## config.mk

```make
export PLATFORM = sky130hd
export DESIGN_NAME = ebd_decoder
export DESIGN_NICKNAME = d
export VERILOG_FILES = /design/src/ebd_pkg.sv /design/src/ebd_octal_latch.sv /design/src/ebd_decoder.sv
export SDC_FILE = /design/constraint.sdc
export NUM_CORES = 1
export LEC_CHECK = 0
export ABC_AREA = 1
export BUFFER_PORTS_ARGS = -buffer_cell sky130_fd_sc_hd__buf_2
export CORE_UTILIZATION = 30
export DETAILED_ROUTE_END_ITERATION = 10
export PLACE_DENSITY = 0.48
export SLEW_MARGIN = 20
export SYNTH_ARGS = -nofsm -noshare
export SYNTH_HDL_FRONTEND = slang
export SYNTH_SLANG_ARGS = --single-unit
```

## constraint.sdc

```tcl
create_clock -name clk_sys -period 5.25 [get_ports clk_sys]
set_input_delay 1.3125 -clock clk_sys [delete_from_list [all_inputs] [get_ports clk_sys]]
set_output_delay 1.3125 -clock clk_sys [all_outputs]
set_load 0.1 [all_outputs]
```

## src/ebd_pkg.sv

```systemverilog
// Shared constants and carrier types for the external bus decoder.
// Assumes a single 100 MHz system clock and pins sampled by the decoder core.
`default_nettype none

package ebd_pkg;

  // System clock period and the shortest controller reset pulse.
  localparam int unsigned CLK_PERIOD_NS      = 10;
  localparam int unsigned RESET_PULSE_NS     = 5000;
  localparam int unsigned RESET_PULSE_CYCLES = (RESET_PULSE_NS + CLK_PERIOD_NS - 1) / CLK_PERIOD_NS;
  localparam int unsigned PULSE_CNT_W        = 10;
  localparam logic [PULSE_CNT_W-1:0] PULSE_LOAD = PULSE_CNT_W'(RESET_PULSE_CYCLES);
  localparam logic [PULSE_CNT_W-1:0] PULSE_ZERO = 10'h000;

  // Region select field: the top three address lines.
  localparam int unsigned REGION_LSB = 13;
  localparam int unsigned REGION_W   = 3;
  localparam int unsigned NUM_STROBES = 7;

  // Region numbers of the documented map.
  localparam logic [REGION_W-1:0] REGION_KEYPAD_LATCH = 3'h0;
  localparam logic [REGION_W-1:0] REGION_IO_LATCH     = 3'h1;
  localparam logic [REGION_W-1:0] REGION_EEPROM       = 3'h7;

  // Latch offsets and the top of the always-writable EEPROM window.
  localparam logic [15:0] KEYPAD_LATCH_OFFSET = 16'h0000;
  localparam logic [15:0] IO_LATCH_OFFSET     = 16'h2000;
  localparam logic [15:0] EEPROM_OPEN_TOP     = 16'hE1FF;

  // Values after reset.
  localparam logic [7:0] LATCH_RESET = 8'h00;

  // Pins from the controller and the programming connector.
  typedef struct packed {
    logic       program_store_enable_n;
    logic       rd_n;
    logic       wr_n;
    logic       ale;
    logic       eeprom_write_unlock_n;
    logic       boot_mode_detect;
    logic [7:0] addr_high;
    logic [7:0] muxed_bus;
  } ebd_pins_type;

  localparam ebd_pins_type PINS_IDLE = '{
    program_store_enable_n: 1'b1, rd_n: 1'b1, wr_n: 1'b1, ale: 1'b0,
    eeprom_write_unlock_n: 1'b1, boot_mode_detect: 1'b0,
    addr_high: 8'h00, muxed_bus: 8'h00};

  // Active-low chip selects and strobes; strobe bit n serves region n.
  typedef struct packed {
    logic                   program_flash_sel_n;
    logic                   eeprom_read_sel_n;
    logic                   eeprom_write_guard;
    logic [NUM_STROBES-1:0] decoder_write_select;
  } ebd_select_type;

  localparam ebd_select_type SELECT_IDLE = '{
    program_flash_sel_n: 1'b1, eeprom_read_sel_n: 1'b1,
    eeprom_write_guard: 1'b1, decoder_write_select: 7'h7F};

endpackage : ebd_pkg

`default_nettype wire

```

## src/ebd_octal_latch.sv

```systemverilog
// Octal output latch loading on the low-to-high edge of its write strobe.
// Assumes strobe and data come from flip-flops on the same clock.
`default_nettype none
`timescale 1ns/1ps

module ebd_octal_latch (
  input  wire logic       clk_sys,
  input  wire logic       rst,
  input  wire logic       strobe_n,
  input  wire logic [7:0] data,
  output var  logic [7:0] q
);
  import ebd_pkg::*;

  typedef struct packed {
    logic       strobe_prev;
    logic [7:0] q;
  } ebd_latch_state_type;

  ebd_latch_state_type state_reg;
  ebd_latch_state_type state_next;

  // Load on the strobe's rising edge, otherwise hold the last byte.
  always_comb
  begin
    state_next = state_reg;
    state_next.strobe_prev = strobe_n;
    if (strobe_n && !state_reg.strobe_prev)
    begin
      state_next.q = data;
    end
  end

  // Reset gives a known byte; software must not rely on it.
  always_ff @(posedge clk_sys or posedge rst)
  begin
    if (rst)
    begin
      state_reg <= '{strobe_prev: 1'b1, q: LATCH_RESET};
    end
    else
    begin
      state_reg <= state_next;
    end
  end

  assign q = state_reg.q;

endmodule // ebd_octal_latch

`default_nettype wire

```

## src/ebd_decoder.sv

```systemverilog
// External bus decoder: region selects, EEPROM write guard, output latches
// and the boot-mode reset pulse. Assumes every pin arrives asynchronously.
`default_nettype none
`timescale 1ns/1ps

// Timing, counted in system clock edges from a pin change:
// - every pin passes two synchroniser flops and one decode flop, so a select
//   answers on the third edge and stands for as long as its condition holds;
// - the low address byte is taken one edge after the synchronised latch
//   enable is seen low, so the decode of a new address follows the enable;
// - a latch loads one edge after its write select returns high, from the last
//   bus byte seen while the write strobe was low;
// - the controller reset pulse restarts on every boot detect transition.
// Limitations: the selects lag the pins by three edges, so a bus cycle that
// holds its strobe for fewer than two edges may be missed or shortened; and a
// pin glitch shorter than a clock period can still give a one-cycle select,
// which the board's gates would not stretch.
// The trade is latency for safety: no pin reaches decode logic unsynchronised.

module ebd_decoder (
  input  wire logic                  clk_sys,
  input  wire logic                  rst,
  input  wire ebd_pkg::ebd_pins_type bus_pins,
  output var  ebd_pkg::ebd_select_type select_out,
  output var  logic [7:0]            keypad_latch_q,
  output var  logic [7:0]            io_latch_q,
  output var  logic                  boot_mode,
  output var  logic                  controller_reset
);
  import ebd_pkg::*;

  // Every bit of state but the two latches lives here, grouped by job.
  typedef struct packed {
    // Two synchroniser stages for every pin.
    ebd_pins_type           pins_meta;
    ebd_pins_type           pins_sync;
    // Low address capture on the falling latch enable.
    logic                   ale_prev;
    logic [7:0]             low_addr;
    // Boot detect edge finder and reset pulse timer.
    logic                   boot_prev;
    logic [PULSE_CNT_W-1:0] pulse_cnt;
    logic                   ctl_reset;
    logic                   boot_mode;
    // Data byte for the latches and the registered selects.
    logic [7:0]             write_data;
    ebd_select_type         sel;
  } ebd_state_type;

  // Registered state and the value it takes at the next edge.
  ebd_state_type state_reg;
  ebd_state_type state_next;

  // Decode terms taken from the synchronised pins.
  logic [15:0]         full_addr;
  logic [REGION_W-1:0] region;
  logic                eeprom_open;
  logic                fetch_req;
  logic                read_req;
  logic                write_req;
  logic                eeprom_region;

  // Full address is the held high byte plus the latched low byte.
  always_comb
  begin
    full_addr = {state_reg.pins_sync.addr_high, state_reg.low_addr};
    region = full_addr[REGION_LSB +: REGION_W];
    eeprom_open = (full_addr <= EEPROM_OPEN_TOP);
    // The bus strobes are active low at the pins; turn them into requests once
    // so that every select below reads the same polarity.
    fetch_req = !state_reg.pins_sync.program_store_enable_n;
    read_req  = !state_reg.pins_sync.rd_n;
    write_req = !state_reg.pins_sync.wr_n;
    // The EEPROM owns the whole top region for reads and for guarded writes.
    eeprom_region = (region == REGION_EEPROM);
  end

  // Next-state logic for the whole decoder.
  always_comb
  begin
    state_next = state_reg;

    // Pins pass two flops before anything reads them.
    state_next.pins_meta = bus_pins;
    state_next.pins_sync = state_reg.pins_meta;
    state_next.ale_prev  = state_reg.pins_sync.ale;

    // ALE falling edge
    // The address latch on the board is transparent while the enable is high;
    // only the falling edge fixes the byte, so one capture there is enough.
    if (state_reg.ale_prev && !state_reg.pins_sync.ale)
    begin
      state_next.low_addr = state_reg.pins_sync.muxed_bus;
    end

    state_next.sel.program_flash_sel_n = !fetch_req;

    // EEPROM read region
    // Reads anywhere else select nothing; the controller then sees a floating bus.
    state_next.sel.eeprom_read_sel_n = !(read_req && eeprom_region);

    // Low 512 bytes open
    // A blocked write is simply swallowed: the controller finishes a normal bus
    // cycle and gets no sign that the byte was not stored.
    state_next.sel.eeprom_write_guard =
      !(write_req && eeprom_region &&
        (eeprom_open || !state_reg.pins_sync.eeprom_write_unlock_n));

    // Track bus data during write
    // Following the bus for the whole strobe low time and keeping the last byte
    // gives the level present just before the strobe rises, as the latch needs.
    if (write_req)
    begin
      state_next.write_data = state_reg.pins_sync.muxed_bus;
    end

    // Boot mode follows detect
    // A plain level copy; the reset pulse below keeps the controller quiet
    // while the mode settles.
    state_next.boot_mode = state_reg.pins_sync.boot_mode_detect;
    state_next.boot_prev = state_reg.pins_sync.boot_mode_detect;

    // Pulse on either edge
    // The count restarts on each transition, so a bouncing detect line
    // stretches the pulse instead of chopping it into pulses that are too short.
    if (state_reg.boot_prev != state_reg.pins_sync.boot_mode_detect)
    begin
      state_next.pulse_cnt = PULSE_LOAD;
    end
    else if (state_reg.pulse_cnt != PULSE_ZERO)
    begin
      state_next.pulse_cnt = state_reg.pulse_cnt - 10'h001;
    end
    state_next.ctl_reset = (state_next.pulse_cnt != PULSE_ZERO);

    // Write strobes below the EEPROM region, one per region.
    // Region 7 has no strobe bit; its writes go through the guard instead.
    for (int i = 0; i < NUM_STROBES; i++)
    begin
      state_next.sel.decoder_write_select[i] =
        !(write_req && (region == REGION_W'(i)));
    end
  end

  // All state but the two latches registered here; reset leaves every select inactive.
  always_ff @(posedge clk_sys or posedge rst)
  begin
    if (rst)
    begin
      // Pins reset to their idle levels, so no false edge follows reset.
      state_reg <= '{pins_meta:  PINS_IDLE,
                     pins_sync:  PINS_IDLE,
                     ale_prev:   1'b0,
                     low_addr:   8'h00,
                     boot_prev:  1'b0,
                     pulse_cnt:  PULSE_ZERO,
                     ctl_reset:  1'b0,
                     boot_mode:  1'b0,
                     write_data: 8'h00,
                     sel:        SELECT_IDLE};
    end
    else
    begin
      state_reg <= state_next;
    end
  end

  // Two latches differ only in their strobe, so one loop builds both.
  // Only regions 0 and 1 carry latches; the five board selects leave the
  // block as strobes for the far side to use.
  logic [1:0][7:0] latch_q;

  genvar g;
  generate
    for (g = 0; g < 2; g++)
    begin : g_latch
      // Latch per strobe
      // The strobe comes straight from a flop, so the edge finder inside the
      // latch sees one clean rising edge per write.
      ebd_octal_latch u_latch (
        .clk_sys  (clk_sys),
        .rst      (rst),
        .strobe_n (state_reg.sel.decoder_write_select[g]),
        .data     (state_reg.write_data),
        .q        (latch_q[g])
      );
    end
  endgenerate

  // Every output comes straight from a flop.
  assign select_out       = state_reg.sel;
  assign keypad_latch_q   = latch_q[1'(REGION_KEYPAD_LATCH)];
  assign io_latch_q       = latch_q[1'(REGION_IO_LATCH)];
  assign boot_mode        = state_reg.boot_mode;
  assign controller_reset = state_reg.ctl_reset;

endmodule // ebd_decoder

`default_nettype wire

```

# After elaboration in Yosys (flattened, before gate mapping)
# Cells that the tools add are included.
dict set report classes {
  n_addsub 1
  mul 0
  n_div 0
  order_cmp 1
  n_eq_ne 8
  n_shift 0
  muxes 2
  n_bitwise 0
  reduce_logical 32
}
# op n
set ops {}
lappend ops {{two-way mux 10 bit} 2}
lappend ops {{nonzero test 10 bit} 2}
lappend ops {{<= comparator 16 bit, second input constant} 1}
lappend ops {{logical NOT 1 bit} 15}
lappend ops {{logical AND 1 bit} 13}
lappend ops {{== test 3 bit, second input constant} 4}
lappend ops {{subtractor 10 x 1 -> 10 bit, second input constant} 1}
lappend ops {{== test 3 x 2 -> 1 bit, second input constant} 2}
lappend ops {{== test 3 x 1 -> 1 bit, second input constant} 1}
lappend ops {{logical NOT 3 bit} 1}
lappend ops {{logical OR 1 bit} 1}
lappend ops {{!= test 1 bit} 1}
dict set report totals {
  ff_bits 101
  latchBits 0
  ram_bits 0
  romBits 0
  in_bits 24
  mem_count 0
}

# Depth between registers and ports, before layout
dict set report logic_depth {
  ltp_word 4
  ltp_mapped 11
  depth_no_buf 11
}

# Cells and area by module
# Synthesis repeated with hierarchy kept, for this count alone.
dict set report hier_totals {
  hier_cells 304
  hier_area_um2 3319.4
}
# module instances cells_per_inst area_each_um2 seq_area_each_um2
set by_module_without_submodules {}
lappend by_module_without_submodules {ebd_decoder 1 214 2486.1 1774.2}
lappend by_module_without_submodules {ebd_octal_latch 2 45 416.6 226.5}

# Worst setup path before layout
# Ideal clock, no wire load.
dict set report synth_timing {
  path_kind {register to output}
  from {register state_reg, in the netlist boot_mode}
  to {output boot_mode}
  arrival_ps 980
  setup_slack_ps 2957
  path_stages_with_launch 1
  cell_sequence {dfrtp_1}
}
# item line_no
set synth_lines {}
lappend synth_lines {{start, declared} ebd_decoder.sv:51} ;# ebd_state_type state_reg;
lappend synth_lines {{start signal, assigned} ebd_decoder.sv:151} ;# state_reg <= '{pins_meta: PINS_IDLE,
lappend synth_lines {{start signal, assigned} ebd_decoder.sv:164} ;# state_reg <= state_next;
lappend synth_lines {{end, declared} ebd_decoder.sv:27} ;# output var logic boot_mode,
# No word-level cell between the ends.

# Final worst setup path
dict set report layout_timing {
  from {register state_reg, in the netlist select_out[0]}
  to {output select_out[0] (netlist name)}
}
# item line_no
set layout_lines {}
lappend layout_lines {{end, declared} ebd_decoder.sv:24} ;# output var ebd_pkg::ebd_select_type select_out,
# No word-level cell between the ends.

==> impl_metrics.toml <==
[status]
status = "finished, final reports clean"

[final_layout]
final_common_cell = "dfrtp_1"
num-nets-final = 353
drive_gt1_share_pct = 30.3
fillerInstances = 1067
syn_to_final_growth_pct = 12.7
largest_reg_flops = 29
layout_common_cells = "dfrtp_1 (68), nand2_1 (60), buf_2 (49), inv_1 (39), o21ai_0 (26)"
diodes = 0
final_cells = 469

[timing]
fin_worst_skew_ps = 8.55
period_minus_slack_ps = 2630
finalSetupTns_ps = 0
fmax_mhz = 380
hold_viol_final = 0
setup_viol = 0
finalCritPeriodShare_pct = 50.1
maxSlewViolCount = 0
worst_pin_slew_ps = 747
timing.slew.headroom_pct = 50.1
rsz0062_at_grt = "no"
hold_ws_ps = 344

[global_route]
overflow = 0
antenna_found_initial = 0
grt_max_degree = 46
grt_pass1_wl_um = 8660
grt_pass1_vias = 1824
grt_use_total_pct = 9.97

[placed_design]
placed_cells = 453
port_buffers = 49
finalWeightedCongestion = 0.730
hpwlAfterDp_um = 3390

[route]
drtPass1Iterations = 4
antenna_left = 0
drt_iter0_markers = 75
wirelength_um = 5080
wl_per_cell_um = 10.8
vias_per_cell = 3.96
vias = 1857
drcViolationCount = 0

[critical_path]
crit_buf_inv = 1
critPathLaunchType = "flop"
timing.rr.end = "controller_reset$_DFF_PP0_"
worstPathArrival_ps = 1320
worstReg2RegStart = "state_reg[20]$_DFF_PP0_"
cp_max_fo = 3
reg2reg_setup_slack_ps = 3460
required_ps = 3940
critPathSlowestCell = "dfstp_2"
reg2reg_depth = 9
path_cells = "buf_2"
critPathTopFamily = "flip-flops"
end_kind = "output pin"
critPathMaxStageDelay_ps = 550
crit_type = "flop to output pin"

[yosys]
yosys_warnings = 0
syn_nets = 322
synth_seq_cells = 88
yosysSeqAreaShare_pct = 68.5
yosys-top-cells-area = "dfrtp_1 (52%), dfstp_2 (16%), nand2_1 (6.9%)"
synth_area_mm2 = 0.00325
syn_avg_cell_area_um2 = 10.9
netlist.area_leader.share_pct = 52.3
synthCells = 297
synth_cell_type_count = 22
synth_top_cell_by_area = "dfrtp_1"

[power_and_ir_drop]
power.density_mw_per_mm2 = 434
vdd.ir_drop.worst_mv = 0.186
p_leak_nw = 1.77

[die]
core_area_mm2 = 0.0104
die-area_mm2 = 0.0113
num_rows = 37
die_h_um = 106
start_util_pct = 31.2
fp.dieW_um = 106
io-pin-count = 52

[clock_tree]
root_buffer = "clkbuf_8"
cts_tree = "yes"
insertion_delay_ps = 350
cts_resized = 0
clock_sinks = 88
clk_pin_slew_ps = 90
postCtsSetupBuffers = 0
cts_buffers = 9
cts_max_level = 3
cts_buffer_depth = 2
cts_hold_buf = 0

[worst_hold_path]
min_path_type = "flop to flop"
whs_path_depth = 0
hold_end = "full_addr[12]$_DFF_PP0_"
worstHoldStart = "state_next[52]$_DFF_PP0_"

[job]
cap_violations = 0
layer usage:
| layer | track usage, % | vias to the layer above | part of all wire [%] |
|---|---|---|---|
| li1 | - | 938 | - |
| met1 | 13.2 | 870 | 51 |
| met2 | 14.7 | 42 | 44 |
| met3 | 3.92 | 7 | 4.2 |
| met4 | 3.57 | 0 | 1.1 |
| met5 | 0 | - | 0 |
metrics by stage:
stage               total power [mW]  worst slack (ps)  instance area (µm²)  utilization [%]
detailed placement              1.13              2700                 3470             33.3
floorplan                       1.11              1690                 3250                -
global route                    1.68              2560                 3670             35.2
global placement                1.13              2710                 3470             33.3
CTS                             1.62              2590                 3670             35.2
finish                          1.59              2620                 3670             35.2
synthesized netlist by cell type:
| cell type | count |
|---|---|
| a21oi_1 | 2 |
| buf_4 | 26 |
| clkbuf_1 | 4 |
| dfrtp_1 | 68 |
| dfstp_2 | 20 |
| ha_1 | 1 |
| inv_1 | 40 |
| inv_2 | 3 |
| nand2_1 | 60 |
| nand2_2 | 2 |
| nand3_1 | 7 |
| nand3_2 | 3 |
| nand3b_1 | 1 |
| nor2_1 | 22 |
| nor2_2 | 3 |
| nor2_4 | 2 |
| o21ai_0 | 26 |
| o21ai_1 | 3 |
| o41ai_1 | 1 |
| or2_2 | 1 |
| xnor2_4 | 1 |
| xor2_1 | 1 |
kinds of logic after synthesis:
group                      Yosys count  share of synthesized area [%]
AOI/OAI and AO/OA                   32                           5.04
xor gates and xnor gates             2                           1.12
adders and majority gates            1                          0.385
buffers and inverters               73                           11.4
DFF                                 88                           68.5
and+or+nand+nor                    101                           13.5
layout make-up:
type	count	area (µm²)	share of cell area [%]
flip-flops and latches	88	2230	60.8
multi-input cells	136	653	17.8
repair buffers	50	253	6.89
well taps	136	170	4.64
inverters	43	163	4.44
clock buffers	9	124	3.38
clock inverters	7	76.3	2.08
worst max-delay path by stage:
| stage | start | endpoint | slack (ps) | cells after the start |
|---|---|---|---|---|
| after floorplan | rst | boot_mode$_DFF_PP0_ | 1690 | 1 |
| final | select_out[0]$_DFF_PP1_ | select_out[0] | 2620 | 1 |
| after detailed placement | rst | state_next[40]$_DFF_PP0_ | 2700 | 3 |
| after global placement | rst | g_latch[0].u_latch.q[0]$_DFFE_PP0P_ | 2710 | 3 |
| after global routing | select_out[0]$_DFF_PP1_ | select_out[0] | 2560 | 1 |
| after CTS | select_out[0]$_DFF_PP1_ | select_out[0] | 2590 | 1 |
power breakdown:
group / internal, mW / total [mW] / switching (mW)
Combinational: 0.0593 / 0.348 / 0.288
Clock: 0.225 / 0.471 / 0.246
Sequential: 0.739 / 0.771 / 0.0319
Total: 1.02 / 1.59 / 0.566
Power figures use the tool's default switching activity.
